==> config.mk <==
export PLATFORM = sky130hd
export DESIGN_NAME = mvar_regs
export DESIGN_NICKNAME = d
export VERILOG_FILES = /design/src/mvar_pkg.sv /design/src/mvar_regs.sv
export SDC_FILE = /design/constraint.sdc
export NUM_CORES = 1
export LEC_CHECK = 0
export BUFFER_PORTS_ARGS = -buffer_cell sky130_fd_sc_hd__buf_2
export CELL_PAD_IN_SITES_DETAIL_PLACEMENT = 1
export CELL_PAD_IN_SITES_GLOBAL_PLACEMENT = 1
export CORE_ASPECT_RATIO = 1.5
export CORE_MARGIN = 5
export CORE_UTILIZATION = 50
export CTS_CLUSTER_DIAMETER = 40
export DETAILED_ROUTE_END_ITERATION = 7
export GPL_TIMING_DRIVEN = 0
export PLACE_DENSITY = 0.84
export SETUP_SLACK_MARGIN = 0.1
export SLEW_MARGIN = 20
export SYNTH_ARGS = -nofsm -noshare
export SYNTH_HDL_FRONTEND = slang
export SYNTH_SLANG_ARGS = --single-unit
==> constraint.sdc <==
create_clock -name clk -period 5 [get_ports clk]
set_input_delay 0.25 -clock clk [delete_from_list [all_inputs] [get_ports clk]]
set_output_delay 0.25 -clock clk [all_outputs]
set_load 0.005 [all_outputs]
==> src/mvar_pkg.sv <==
package mvar_pkg;
	localparam logic [7:0] MVAR_OFS_M2_SEL = 8'h13;
	localparam logic [7:0] MVAR_OFS_M2_LVL = 8'h14;
	localparam logic [7:0] MVAR_OFS_M2_CTL = 8'h15;
	localparam logic [7:0] MVAR_OFS_M3_SEL = 8'h16;
	localparam logic [7:0] MVAR_OFS_M3_LVL = 8'h17;
	localparam logic [7:0] MVAR_OFS_M3_CTL = 8'h18;
	localparam logic [7:0] MVAR_OFS_G2_ADR = 8'h19;
	localparam logic [7:0] MVAR_OFS_G1_ADR = 8'h1a;
	localparam logic [7:0] MVAR_OFS_OWN_ADR = 8'h1b;
	localparam logic [7:0] MVAR_OFS_IDENT = 8'h1c;
	localparam logic [7:0] MVAR_RST_SEL = 8'hff;
	localparam logic [7:0] MVAR_RST_LVL = 8'hd2;
	localparam logic [7:0] MVAR_RST_CTL = 8'h00;
	localparam logic [6:0] MVAR_RST_ID = 7'h40;
	localparam int MVAR_QTR_BIT = 0;
	localparam int MVAR_SIL_BIT = 1;
	localparam int MVAR_ACC_BIT = 0;
	// half-dB codes bounding the analog range: 2*22+210 and 2*(-96)+210
	localparam logic [7:0] MVAR_CODE_MAX = 8'hfe;
	localparam logic [7:0] MVAR_CODE_MIN = 8'h12;
	// arbitrary neutral identity values
	localparam logic [3:0] MVAR_PART_CODE = 4'h5;
	localparam logic [3:0] MVAR_REV_CODE = 4'h0;
	localparam logic [1:0] MVAR_ZC_NOW = 2'h0;
	localparam logic [1:0] MVAR_ZC_DROP = 2'h1;
	localparam logic [1:0] MVAR_ZC_PUSH = 2'h2;

	typedef struct packed {
		logic [7:0] code;
		logic quarter;
	} mvar_level_t;

	typedef struct packed {
		logic wr;
		logic rd;
		logic [7:0] addr;
		logic [7:0] wdata;
	} mvar_req_t;
endpackage

==> src/mvar_regs.sv <==
`timescale 1ns/1ns
module mvar_regs
	import mvar_pkg::*;
(
	// clock and reset
	input wire logic clk,
	input wire logic resetn,
	// register access from the serial control port
	input wire mvar_req_t req,
	output logic [7:0] rdata,
	output logic hit,
	// device configuration from elsewhere
	input wire logic freeze,
	input wire logic [1:0] crossing_wait_mode,
	input wire logic zero_cross,
	input wire logic timeout_pulse,
	// applied master settings
	output mvar_level_t second_master_level,
	output mvar_level_t third_master_level,
	output logic second_master_silence,
	output logic third_master_silence,
	output logic [7:0] second_master_channel_select,
	output logic [7:0] third_master_channel_select,
	output logic [7:0] second_master_clamped,
	output logic [7:0] third_master_clamped,
	// addressing
	output logic [6:0] first_group_id,
	output logic [6:0] second_group_id,
	output logic [6:0] own_device_id,
	output logic first_group_accept,
	output logic second_group_accept,
	output logic chain_enable_out
);
	// shadow registers take writes, live copies drive the hardware
	logic [7:0] sel2_r, sel3_r, lvl2_r, lvl3_r;
	logic [1:0] ctl2_r, ctl3_r;
	logic [7:0] g1_r, g2_r, own_r;
	logic [7:0] sel2_live_r, sel3_live_r;
	logic [1:0] ctl2_live_r, ctl3_live_r;
	logic [7:0] g1_live_r, g2_live_r, own_live_r;
	logic [7:0] lvl2_tgt_r, lvl3_tgt_r;
	logic [7:0] lvl2_out_r, lvl3_out_r;
	logic pend2_r, pend3_r;
	// the change that waits for a crossing, one per master
	logic [7:0] pval2_r, pval3_r;
	logic [7:0] rdata_nxt;
	logic hit_nxt;

	// limit a code to the analog range, as the gain stages cannot go further
	function automatic logic [7:0] clamp_code(input logic [7:0] c);
		if (c > MVAR_CODE_MAX)
			return MVAR_CODE_MAX;
		else if (c < MVAR_CODE_MIN)
			return MVAR_CODE_MIN;
		return c;
	endfunction

	function automatic logic is_wr(input mvar_req_t r, input logic [7:0] a);
		return r.wr && (r.addr == a);
	endfunction

	// mode 11 is reserved; treating it like 00 keeps a stray setting
	// from leaving a level change stranded for good
	function automatic logic applies_now(input logic [1:0] m);
		return m == MVAR_ZC_NOW || m == 2'h3;
	endfunction

	// write path overview:
	// - host bytes land in shadow registers on the edge they are taken
	// - shadows are copied to live state on every edge freeze is low
	// - levels pass one more stage that waits for a crossing if asked
	// so read-back shows a write one edge on, the applied outputs two
	// edges on, and a level in mode 00 three edges on

	// host writes land in shadows; the nine addresses 0x13-0x1b accepted at any time
	// own id writable
	always_ff @(posedge clk or negedge resetn) begin
		if (!resetn) begin
			sel2_r <= MVAR_RST_SEL;
			sel3_r <= MVAR_RST_SEL;
			lvl2_r <= MVAR_RST_LVL;
			lvl3_r <= MVAR_RST_LVL;
			ctl2_r <= 2'h0;
			ctl3_r <= 2'h0;
			g1_r <= {MVAR_RST_ID, 1'b0};
			g2_r <= {MVAR_RST_ID, 1'b0};
			own_r <= {MVAR_RST_ID, 1'b0};
		end else begin
			if (is_wr(req, MVAR_OFS_M2_SEL))
				sel2_r <= req.wdata;
			if (is_wr(req, MVAR_OFS_M3_SEL))
				sel3_r <= req.wdata;
			if (is_wr(req, MVAR_OFS_M2_LVL))
				lvl2_r <= req.wdata;
			if (is_wr(req, MVAR_OFS_M3_LVL))
				lvl3_r <= req.wdata;
			if (is_wr(req, MVAR_OFS_M2_CTL))
				ctl2_r <= req.wdata[1:0];
			if (is_wr(req, MVAR_OFS_M3_CTL))
				ctl3_r <= req.wdata[1:0];
			if (is_wr(req, MVAR_OFS_G2_ADR))
				g2_r <= req.wdata;
			if (is_wr(req, MVAR_OFS_G1_ADR))
				g1_r <= req.wdata;
			if (is_wr(req, MVAR_OFS_OWN_ADR))
				own_r <= req.wdata;
		end
	end

	// copy shadows to live state unless frozen
	// freeze holds changes
	always_ff @(posedge clk or negedge resetn) begin
		if (!resetn) begin
			sel2_live_r <= MVAR_RST_SEL;
			sel3_live_r <= MVAR_RST_SEL;
			ctl2_live_r <= 2'h0;
			ctl3_live_r <= 2'h0;
			g1_live_r <= {MVAR_RST_ID, 1'b0};
			g2_live_r <= {MVAR_RST_ID, 1'b0};
			own_live_r <= {MVAR_RST_ID, 1'b0};
			lvl2_tgt_r <= MVAR_RST_LVL;
			lvl3_tgt_r <= MVAR_RST_LVL;
		end else if (!freeze) begin
			sel2_live_r <= sel2_r;
			sel3_live_r <= sel3_r;
			ctl2_live_r <= ctl2_r;
			ctl3_live_r <= ctl3_r;
			g1_live_r <= g1_r;
			g2_live_r <= g2_r;
			own_live_r <= own_r;
			lvl2_tgt_r <= lvl2_r;
			lvl3_tgt_r <= lvl3_r;
		end
	end

	// level application per crossing mode
	// one change may wait per master: pval holds it, pend marks it.
	// the wait is timed outside this block; only the crossing and
	// time-out strobes are seen here, so restarting the time-out on a
	// superseding change is the duty of whoever makes timeout_pulse.
	// a change that meets a strobe in the same cycle waits for the
	// next one: the strobe applies the older value first.
	// crossing mode steers levels
	always_ff @(posedge clk or negedge resetn) begin
		if (!resetn) begin
			lvl2_out_r <= MVAR_RST_LVL;
			pval2_r <= MVAR_RST_LVL;
			pend2_r <= 1'b0;
		end else if (applies_now(crossing_wait_mode)) begin
			lvl2_out_r <= lvl2_tgt_r;
			pval2_r <= lvl2_tgt_r;
			pend2_r <= 1'b0;
		end else if (!pend2_r) begin
			// a fresh change starts waiting
			if (lvl2_tgt_r != lvl2_out_r) begin
				pval2_r <= lvl2_tgt_r;
				pend2_r <= 1'b1;
			end
		end else if (zero_cross || timeout_pulse) begin
			lvl2_out_r <= pval2_r;
			pend2_r <= 1'b0;
		end else if (lvl2_tgt_r != pval2_r) begin
			// supersede: 10 applies the old, 01 drops it
			if (crossing_wait_mode == MVAR_ZC_PUSH)
				lvl2_out_r <= pval2_r;
			pval2_r <= lvl2_tgt_r;
		end
	end

	// same scheme for the third master
	// third master waits alike
	always_ff @(posedge clk or negedge resetn) begin
		if (!resetn) begin
			lvl3_out_r <= MVAR_RST_LVL;
			pval3_r <= MVAR_RST_LVL;
			pend3_r <= 1'b0;
		end else if (applies_now(crossing_wait_mode)) begin
			lvl3_out_r <= lvl3_tgt_r;
			pval3_r <= lvl3_tgt_r;
			pend3_r <= 1'b0;
		end else if (!pend3_r) begin
			if (lvl3_tgt_r != lvl3_out_r) begin
				pval3_r <= lvl3_tgt_r;
				pend3_r <= 1'b1;
			end
		end else if (zero_cross || timeout_pulse) begin
			lvl3_out_r <= pval3_r;
			pend3_r <= 1'b0;
		end else if (lvl3_tgt_r != pval3_r) begin
			// a dropped change in mode 01 never reaches the output
			if (crossing_wait_mode == MVAR_ZC_PUSH)
				lvl3_out_r <= pval3_r;
			pval3_r <= lvl3_tgt_r;
		end
	end

	// read decode, registered so data comes from flip-flops
	// reserved bits read zero
	always_comb begin
		rdata_nxt = 8'h00;
		hit_nxt = 1'b1;
		case (req.addr)
			MVAR_OFS_M2_SEL: rdata_nxt = sel2_r;
			MVAR_OFS_M2_LVL: rdata_nxt = lvl2_r;
			MVAR_OFS_M2_CTL: rdata_nxt = {6'h00, ctl2_r};
			MVAR_OFS_M3_SEL: rdata_nxt = sel3_r;
			MVAR_OFS_M3_LVL: rdata_nxt = lvl3_r;
			MVAR_OFS_M3_CTL: rdata_nxt = {6'h00, ctl3_r};
			MVAR_OFS_G2_ADR: rdata_nxt = g2_r;
			MVAR_OFS_G1_ADR: rdata_nxt = g1_r;
			MVAR_OFS_OWN_ADR: rdata_nxt = own_r;
			MVAR_OFS_IDENT: rdata_nxt = {MVAR_PART_CODE, MVAR_REV_CODE};
			default: hit_nxt = 1'b0;
		endcase
	end

	always_ff @(posedge clk or negedge resetn) begin
		if (!resetn) begin
			rdata <= 8'h00;
			hit <= 1'b0;
		end else if (req.rd) begin
			rdata <= rdata_nxt;
			hit <= hit_nxt;
		end
	end

	// outputs toward channel logic
	// quarter step passed on
	assign second_master_level = '{code: lvl2_out_r,
		quarter: ctl2_live_r[MVAR_QTR_BIT]};
	assign third_master_level = '{code: lvl3_out_r,
		quarter: ctl3_live_r[MVAR_QTR_BIT]};
	assign second_master_silence = ctl2_live_r[MVAR_SIL_BIT];
	assign third_master_silence = ctl3_live_r[MVAR_SIL_BIT];
	assign second_master_channel_select = sel2_live_r;
	assign third_master_channel_select = sel3_live_r;
	assign second_master_clamped = clamp_code(lvl2_out_r);
	assign third_master_clamped = clamp_code(lvl3_out_r);
	assign first_group_id = g1_live_r[7:1];
	assign second_group_id = g2_live_r[7:1];
	assign own_device_id = own_live_r[7:1];
	assign first_group_accept = g1_live_r[MVAR_ACC_BIT];
	assign second_group_accept = g2_live_r[MVAR_ACC_BIT];
	assign chain_enable_out = own_live_r[MVAR_ACC_BIT];
endmodule

**Yosys cells after proc, flatten, opt, wreduce, memory -nomap -nowiden**

Cells that the tools add are included.

- Register bits: 163
- Input bits: 25
- Output and inout port bits: 85

- Order comparisons: 4
- Eq/ne operators: 20
- Multiplexer cells: 39
- Reductions and logical operators: 24

Operator list:

| kind | number |
|---|---|
| 8-bit 2-to-1 mux | 26 |
| 8-bit by 5-bit equality test with 1-bit output, second input constant | 10 |
| 8-bit one-hot mux with 10 select lines | 1 |
| 8-bit inequality test | 4 |
| 8-bit > comparator, second input constant | 2 |
| 8-bit by 5-bit < comparator with 1-bit output, second input constant | 2 |
| 3-bit nonzero test | 5 |
| 1-bit 2-to-1 mux | 12 |
| 3-bit AND reduction | 4 |
| 10-bit OR reduction | 1 |
| 1-bit logical AND | 9 |
| 3-bit by 1-bit inequality test with 1-bit output, second input constant | 2 |
| 3-bit inequality test, second input constant | 2 |
| 2-bit equality test, second input constant | 2 |
| 2-bit nonzero test | 2 |
| 2-bit zero test | 1 |
| 1-bit logical OR | 2 |

**Longest topological paths before layout**

Gate-level depths: netlist (run 1).

- Depth in word-level cells: 6
- Mapped depth: 7

**Worst setup path after synthesis (run 1)**

Ideal clock, no wire load.

- Path type: reg2reg
- From: reg lvl2_out_r[6]
- To: reg pval2_r[0]
- Library setup time: 0.125 ns
- Data arrival time: 1.815 ns
- Data required time: 4.875 ns
- Path slack: 3.060 ns
- Cell stages (with the launch flop): 6
- Path buffers: 0
- Period minus slack after synthesis: 1.940 ns
- Path through: dfstp_2 > xnor2_1 > nand3_1 > nor4_1 > o2bb2ai_4 > mux2_2

- Longest elaborated chain between the ends: 3

Ends and longest elaborated chain:

| item | RTL line | text |
|---|---|---|
| from (decl) | mvar_regs.sv:42 | `logic [7:0] lvl2_out_r, lvl3_out_r;` |
| from (signal assigned) | mvar_regs.sv:150 | `lvl2_out_r <= lvl2_tgt_r;` |
| from (signal assigned) | mvar_regs.sv:160 | `lvl2_out_r <= pval2_r;` |
| from (signal assigned) | mvar_regs.sv:165 | `lvl2_out_r <= pval2_r;` |
| 8-bit inequality test | mvar_regs.sv:155 | `if (lvl2_tgt_r != lvl2_out_r) begin` |
| 3-bit nonzero test (no line) | -- |  |
| 3-bit AND reduction (no line) | -- |  |
| to (signal assigned) | mvar_regs.sv:151 | `pval2_r <= lvl2_tgt_r;` |
| to (signal assigned) | mvar_regs.sv:156 | `pval2_r <= lvl2_tgt_r;` |
| to (signal assigned) | mvar_regs.sv:166 | `pval2_r <= lvl2_tgt_r;` |
| to (decl) | mvar_regs.sv:45 | `logic [7:0] pval2_r, pval3_r;` |

Every way passes these cells.
A chain may end at the register's enable or synchronous reset.

**Worst setup path in the final report (run 1)**

- From: reg lvl2_tgt_r[0]
- To: reg pval2_r[3]

- Longest elaborated chain between the ends: 3

Ends and longest elaborated chain:

| item | RTL line | text |
|---|---|---|
| from (decl) | mvar_regs.sv:41 | `logic [7:0] lvl2_tgt_r, lvl3_tgt_r;` |
| from (signal assigned) | mvar_regs.sv:131 | `lvl2_tgt_r <= lvl2_r;` |
| 8-bit inequality test (on tied branches) | mvar_regs.sv:162, mvar_regs.sv:155 |  |
| 3-bit by 1-bit inequality test with 1-bit output (no line) / 3-bit nonzero test (equally long branches) | -- |  |
| 3-bit AND reduction (no line) * | -- |  |

Mark *: on every way between the ends. The rest lies on a longest branch, timed or not.

==> results of run 1 <==
==> cell usage in the layout, fill, tap and decap left out, types with 4 or more instances in the layout <==
cell type and count:
mux2i_1 11, mux2_2 136, o32ai_1 5, a22oi_1 4
dfstp_2 70, nand2_1 22, o21ai_0 9, nor2b_1 5
inv_6 4, o221a_1 16, buf_2 109, nand2b_1 19
nand3_1 7, xor2_1 18, clkbuf_16 17, nand4_1 5
a211oi_1 4, o22ai_1 5, clkbuf_1 18, nor3_1 5
nor4_1 6, inv_1 14, a21oi_1 12, and2_1 6
dfrtp_1 93, xnor2_1 14
==> area by class of cell <==
type / count / area share, %
Tap cell: 199 / 2.77
Clock buffer: 19 / 5.05
Timing Repair Buffer: 107 / 6.38
Sequential cell: 163 / 46.4
Buffer: 26 / 1.16
Multi-Input combinational cell: 356 / 36.1
Clock inverter: 13 / 1.56
Inverter: 14 / 0.585
==> timing repair <==
action,in CTS,in global routing
endpoints found under the setup margin,0,0
hold buffers,1,0
setup buffers,0,0
endpoints found under the hold margin,42,0
==> Yosys cell counts (2+ instances only) <==
master	count
mux2_2	136
dfrtp_1	93
dfstp_2	70
nand2_1	22
nand2b_1	19
clkbuf_1	18
xor2_1	18
o221a_1	16
inv_1	14
xnor2_1	14
a21oi_1	12
mux2i_1	11
o21ai_0	9
nand3_1	7
and2_1	6
nor4_1	6
buf_2	5
nand4_1	5
nor2b_1	5
nor3_1	5
o22ai_1	5
o32ai_1	5
a211oi_1	4
a22oi_1	4
buf_1	3
nor2_1	3
nor2_4	3
or2_2	3
a211o_1	2
a221oi_1	2
a31oi_4	2
mux4_2	2
nand3b_1	2
nor2_2	2
o2bb2ai_4	2
o31ai_1	2
==> routing by layer <==
| metal | wire, microns | share of wire (%) | up-vias |
|---|---|---|---|
| li1 | - | - | 2311 |
| met1 | 7760 | 36 | 2693 |
| met2 | 11900 | 55 | 181 |
| met3 | 1010 | 4.7 | 56 |
| met4 | 885 | 4.1 | 0 |
| met5 | 0 | 0 | - |
==> power breakdown <==
group | leakage [nW] | switching (mW) | internal, mW | total (mW)
Clock | 0.287 | 0.585 | 0.731 | 1.32
Sequential | 2.00 | 0.103 | 1.43 | 1.54
Combinational | 1.92 | 0.236 | 0.213 | 0.449
==> through the flow <==
stage	util (%)	instance area (sq um)	setup slack, ps
2_1_floorplan	-	7560	3060
3_3_place_gp	55.6	8340	1390
3_5_place_dp	55.8	8370	2660
4_1_cts	59.8	8980	2600
5_1_grt	59.8	8980	2510
6_report	59.8	8980	2620
==> final timing paths <==
kind / end / start / cells after the start / slack (ps)
setup / recovery: pval2_r[3]$_DFFE_PN0P_ / lvl2_tgt_r[0]$_DFFE_PN0N_ / 5 / 2620
hold reg to reg: g1_live_r[4]$_DFFE_PN0N_ / g1_live_r[4]$_DFFE_PN0N_ / 1 / 500
min in group asynchronous: pval2_r[0]$_DFFE_PN0P_ / resetn / 2 / 370
max in group asynchronous: second_master_channel_select[2]$_DFFE_PN1N_ / resetn / 3 / 3750
hold / removal: lvl2_r[2]$_DFFE_PN0P_ / req[2] / 2 / 170
setup reg to reg: pval2_r[3]$_DFFE_PN0P_ / lvl2_tgt_r[0]$_DFFE_PN0N_ / 5 / 2620
==> cell families after synthesis <==
logic type | Yosys count
compound gates | 79
xor+xnor | 32
fa+ha+maj | 1
buf+inv | 40
flops | 163
mux | 150
simple gates | 94
==> impl_metrics.ini, run 1 <==
[final_layout]
area_growth_pct = 18.7
n_antenna_cell = 0
nets = 711
fillers = 1541
final_layout_size_suffix_gt1_share_pct = 52.7
final_cell_count_no_fill = 897
seqCellArea_sq_um = 4170
multi_input_area_sq_um = 3240

[power]
powerDensity_nw_per_um2 = 368
vdd_drop_max_v = 0.000263
power_mw = 3.30
p_leak_nw = 4.20

[die]
fp.coreArea_sq_um = 15000
io_pins = 110
rows = 55
die-width_microns = 110
die_h_microns = 161
dieArea_sq_um = 17700
floorplan.initialDensity_pct = 50.4

[synth]
yosysSeqAreaShare_pct = 55.1
ys.flop_type = dfrtp_1
synth_xor_area_share_pct = 3.71
synth_nets = 585
synth.area.top_cells = dfrtp_1 (31%), dfstp_2 (24%), mux2_2 (20%)
netlist_area_sq_um = 7560
postSynth.asyncResetShare_pct = 100
synth_compound_area_share_pct = 9.15
yosysTopAreaCellShare_pct = 30.8
synth_top_family_by_area = multiplexers
yosys.area_share.simple_pct = 7.35
synth.avg_cell_area_sq_um = 13.5
yosys_warnings = 0
synthAdderAreaFrac_pct = 0.165
ys_ff_latch = 163
synth_edf_count = 0
synthCells = 559
synthMuxAreaShare_pct = 22.5
yosysTopAreaCell = dfrtp_1
synth_cell_type_count = 58

[placement]
dp.final_hpwl_microns = 15000
placed_cells = 864
port_buffers = 105
gp_congestion = 0.889

[route]
routed_wl_microns = 21600
drt-pass1-iter-count = 4
drtAntennaViolNets = 0
wire_per_inst_microns = 24.1
drt_iter0_drc = 206
remaining_drc_errors = 0
vias_per_cell = 5.84
vias = 5241

[sta]
holdWs_ps = 170
fmaxAchievable_ghz = 0.421
period_share_pct = 47.5
slew_viol_final = 0
tightest_slew_ps = 1030
finClkSkew_ps = 13.8
setup_viol = 0
rsz0062_at_grt = false
tns_ps = 0
slew_headroom_pct = 30.9
min_period_ps = 2380
finalHoldViolCount = 0

[clock_tree]
ctsRootBufferMaster = clkbuf_16
cts_buffers = 17
cts_resized = 0
tritoncts = done
clock-sinks = 163
clk_path_buf_depth = 2
cts-htree-levels = 4
clk_latency_ps = 440
clk_pin_slew_ps = 70

[setup_path]
slowest_delay_ps = 640
crit_family = simple AND/OR/NAND/NOR gates
cp.required_ps = 5310
crit_path_max_fanout = 8
worst-path-buf-inv = 0
crit_type = reg -> reg
worstPathArrival_ps = 2690
cp_cell_sequence = xor2_1, nor4_1, a21oi_1, o2bb2ai_4, mux2_2
cp_slowest_cell = nor4_1
cp-end-kind = register
startpoint_type = register

[flow_run]
cap_violations = 0

[min_path]
worstHoldPathType = in -> reg

[global_routing]
use_met2_pct = 46.5
grt_pass1_vias = 5920
met1_usage_pct = 26.2
grt_max_degree = 89
top_usage_layer = met2
grt_pass1_wl_microns = 34200
grt_overflow = 0
antenna_found_initial = 0
grt_use_total_pct = 24.9
grt_use_met3_pct = 5.62

[run_status]
outcome = finished, final reports clean
(Power assumes the default switching activity.)
==> run 2, diff against run 1 <==
--- a/config.mk
+++ b/config.mk
@@ -10,11 +10,11 @@
 export CELL_PAD_IN_SITES_GLOBAL_PLACEMENT = 1
 export CORE_ASPECT_RATIO = 1.5
 export CORE_MARGIN = 5
-export CORE_UTILIZATION = 50
+export CORE_UTILIZATION = 42
 export CTS_CLUSTER_DIAMETER = 40
 export DETAILED_ROUTE_END_ITERATION = 7
 export GPL_TIMING_DRIVEN = 0
-export PLACE_DENSITY = 0.84
+export PLACE_DENSITY = 0.76
 export SETUP_SLACK_MARGIN = 0.1
 export SLEW_MARGIN = 20
 export SYNTH_ARGS = -nofsm -noshare
==> constraint.sdc (replaced) <==
create_clock -name clk -period 2 [get_ports clk]
set_input_delay 0.1 -clock clk [delete_from_list [all_inputs] [get_ports clk]]
set_output_delay 0.1 -clock clk [all_outputs]
set_load 0.005 [all_outputs]
==> impl_metrics.ini, run 2 (same netlist as run 1, synthesis figures left out) <==
[setup_path]
worstPathArrival_ps = 2270
crit_type = reg -> reg
startpoint_type = register
cp-end-kind = register
cp.required_ps = 2310
crit_path_max_fanout = 8

[die]
fp.coreArea_sq_um = 17900
dieArea_sq_um = 20800
die_h_microns = 174
io_pins = 110
die-width_microns = 120
rows = 60
floorplan.initialDensity_pct = 42.3

[sta]
min_period_ps = 1960
tns_ps = 0
tightest_slew_ps = 963
fmaxAchievable_ghz = 0.511
slew_headroom_pct = 35.8
finClkSkew_ps = 8.21
slew_viol_final = 0
setup_viol = 0
period_share_pct = 97.9
finalHoldViolCount = 0
holdWs_ps = 36.2
rsz0062_at_grt = true

[route]
wire_per_inst_microns = 22.8
drtAntennaViolNets = 0
drt_iter0_drc = 255
routed_wl_microns = 21300
vias_per_cell = 5.66
vias = 5295
remaining_drc_errors = 0
drt-pass1-iter-count = 5

[placement]
placed_cells = 882
port_buffers = 105
gp_congestion = 0.864
dp.final_hpwl_microns = 15100

[power]
p_leak_nw = 4.36
power_mw = 8.36
powerDensity_nw_per_um2 = 891
vdd_drop_max_v = 0.000489

[clock_tree]
clock-sinks = 163
ctsRootBufferMaster = clkbuf_16
clk_pin_slew_ps = 60
cts-htree-levels = 4
tritoncts = done
clk_path_buf_depth = 2
cts_buffers = 17
clk_latency_ps = 420

[run_status]
outcome = finished, final reports clean

[flow_run]
cap_violations = 0

[global_routing]
grt_pass1_wl_microns = 33200
grt_max_degree = 85
antenna_found_initial = 0
grt_overflow = 0
grt_use_total_pct = 20.6
grt_pass1_vias = 5816

[final_layout]
final_layout_size_suffix_gt1_share_pct = 57.6
final_common_cell = mux2_2
nets = 732
final_cell_count_no_fill = 936
area_growth_pct = 24.1
n_antenna_cell = 0
final_cell_mix = mux2_2 (122), buf_2 (109), dfrtp_1 (89)

[min_path]
worstHoldPathType = in -> reg
[run 2: cell count changes in the layout (fill, tap and decap cells not counted), moves of 4 or more]
cell,before,now
mux2_4,0,14
nor4_4,0,4
xnor2_1,14,10
buf_4,0,18
dfrtp_2,0,4
dfrtp_1,93,89
nor4_1,6,0
xnor2_2,0,4
mux2_2,136,122
[run 2: final timing paths]
kind	from	endpoint	slack, ps	cells past startpoint
max in group asynchronous	resetn	sel2_r[1]$_DFFE_PN1P_	920	3
setup / recovery	lvl2_tgt_r[6]$_DFFE_PN1N_	pval2_r[5]$_DFFE_PN0P_	40	7
hold reg to reg	ctl3_live_r[1]$_DFFE_PN0N_	ctl3_live_r[1]$_DFFE_PN0N_	500	1
min in group asynchronous	resetn	lvl2_out_r[0]$_DFFE_PN0P_	230	2
hold / removal	req[7]	sel2_r[7]$_DFFE_PN1P_	40	2
setup reg to reg	lvl2_tgt_r[6]$_DFFE_PN1N_	pval2_r[5]$_DFFE_PN0P_	40	7
[run 2: final cells by class]
class | count | area, sq um
Fill cell | 1821 | 8480
Sequential cell | 163 | 4170
Multi-Input combinational cell | 356 | 3460
Timing Repair Buffer | 128 | 759
Clock buffer | 19 | 443
Tap cell | 217 | 272
Clock inverter | 13 | 125
Buffer | 26 | 104
Inverter | 14 | 52.6
[run 2: routing by layer]
metal  GRT usage [%]  vias up  routed length [microns]
li1                -     2350                        -
met1            23.0     2722                     8040
met2            38.5      181                    11800
met3            4.00       42                      965
met4            7.12        0                      556
met5               0        -                        0
[run 2: metrics by stage]
stage | cell area (sq um) | setup WS, ps | utilization [%]
floorplan | 7570 | 136 | -
global placement | 8370 | -1420 | 46.8
detailed placement | 8410 | -336 | 47.1
CTS | 9220 | 53.1 | 51.6
global route | 9380 | -33.1 | 52.5
finish | 9380 | 41.2 | 52.5
[run 2: worst max-delay path, cell delays in order, from the launching register on]
cell       delay, ps
dfstp_2          550
buf_6            120
xnor2_2          110
nand3_2          120
nor4_4           340
o2bb2ai_4        160
buf_12           150
mux2_4           290
[run 2: timing repair]
action / CTS / global route
gates cloned: 0 / 0
pin swaps: 11 / 21
setup endpoints to repair: 32 / 34
setup buffers: 13 / 8
hold buffers: 1 / 0
hold endpoints to repair: 40 / 0
resized for setup: 25 / 19
[run 2: power by group]
group | internal [mW] | switching, mW
Combinational | 0.681 | 0.692
Clock | 1.76 | 1.38
Sequential | 3.59 | 0.256
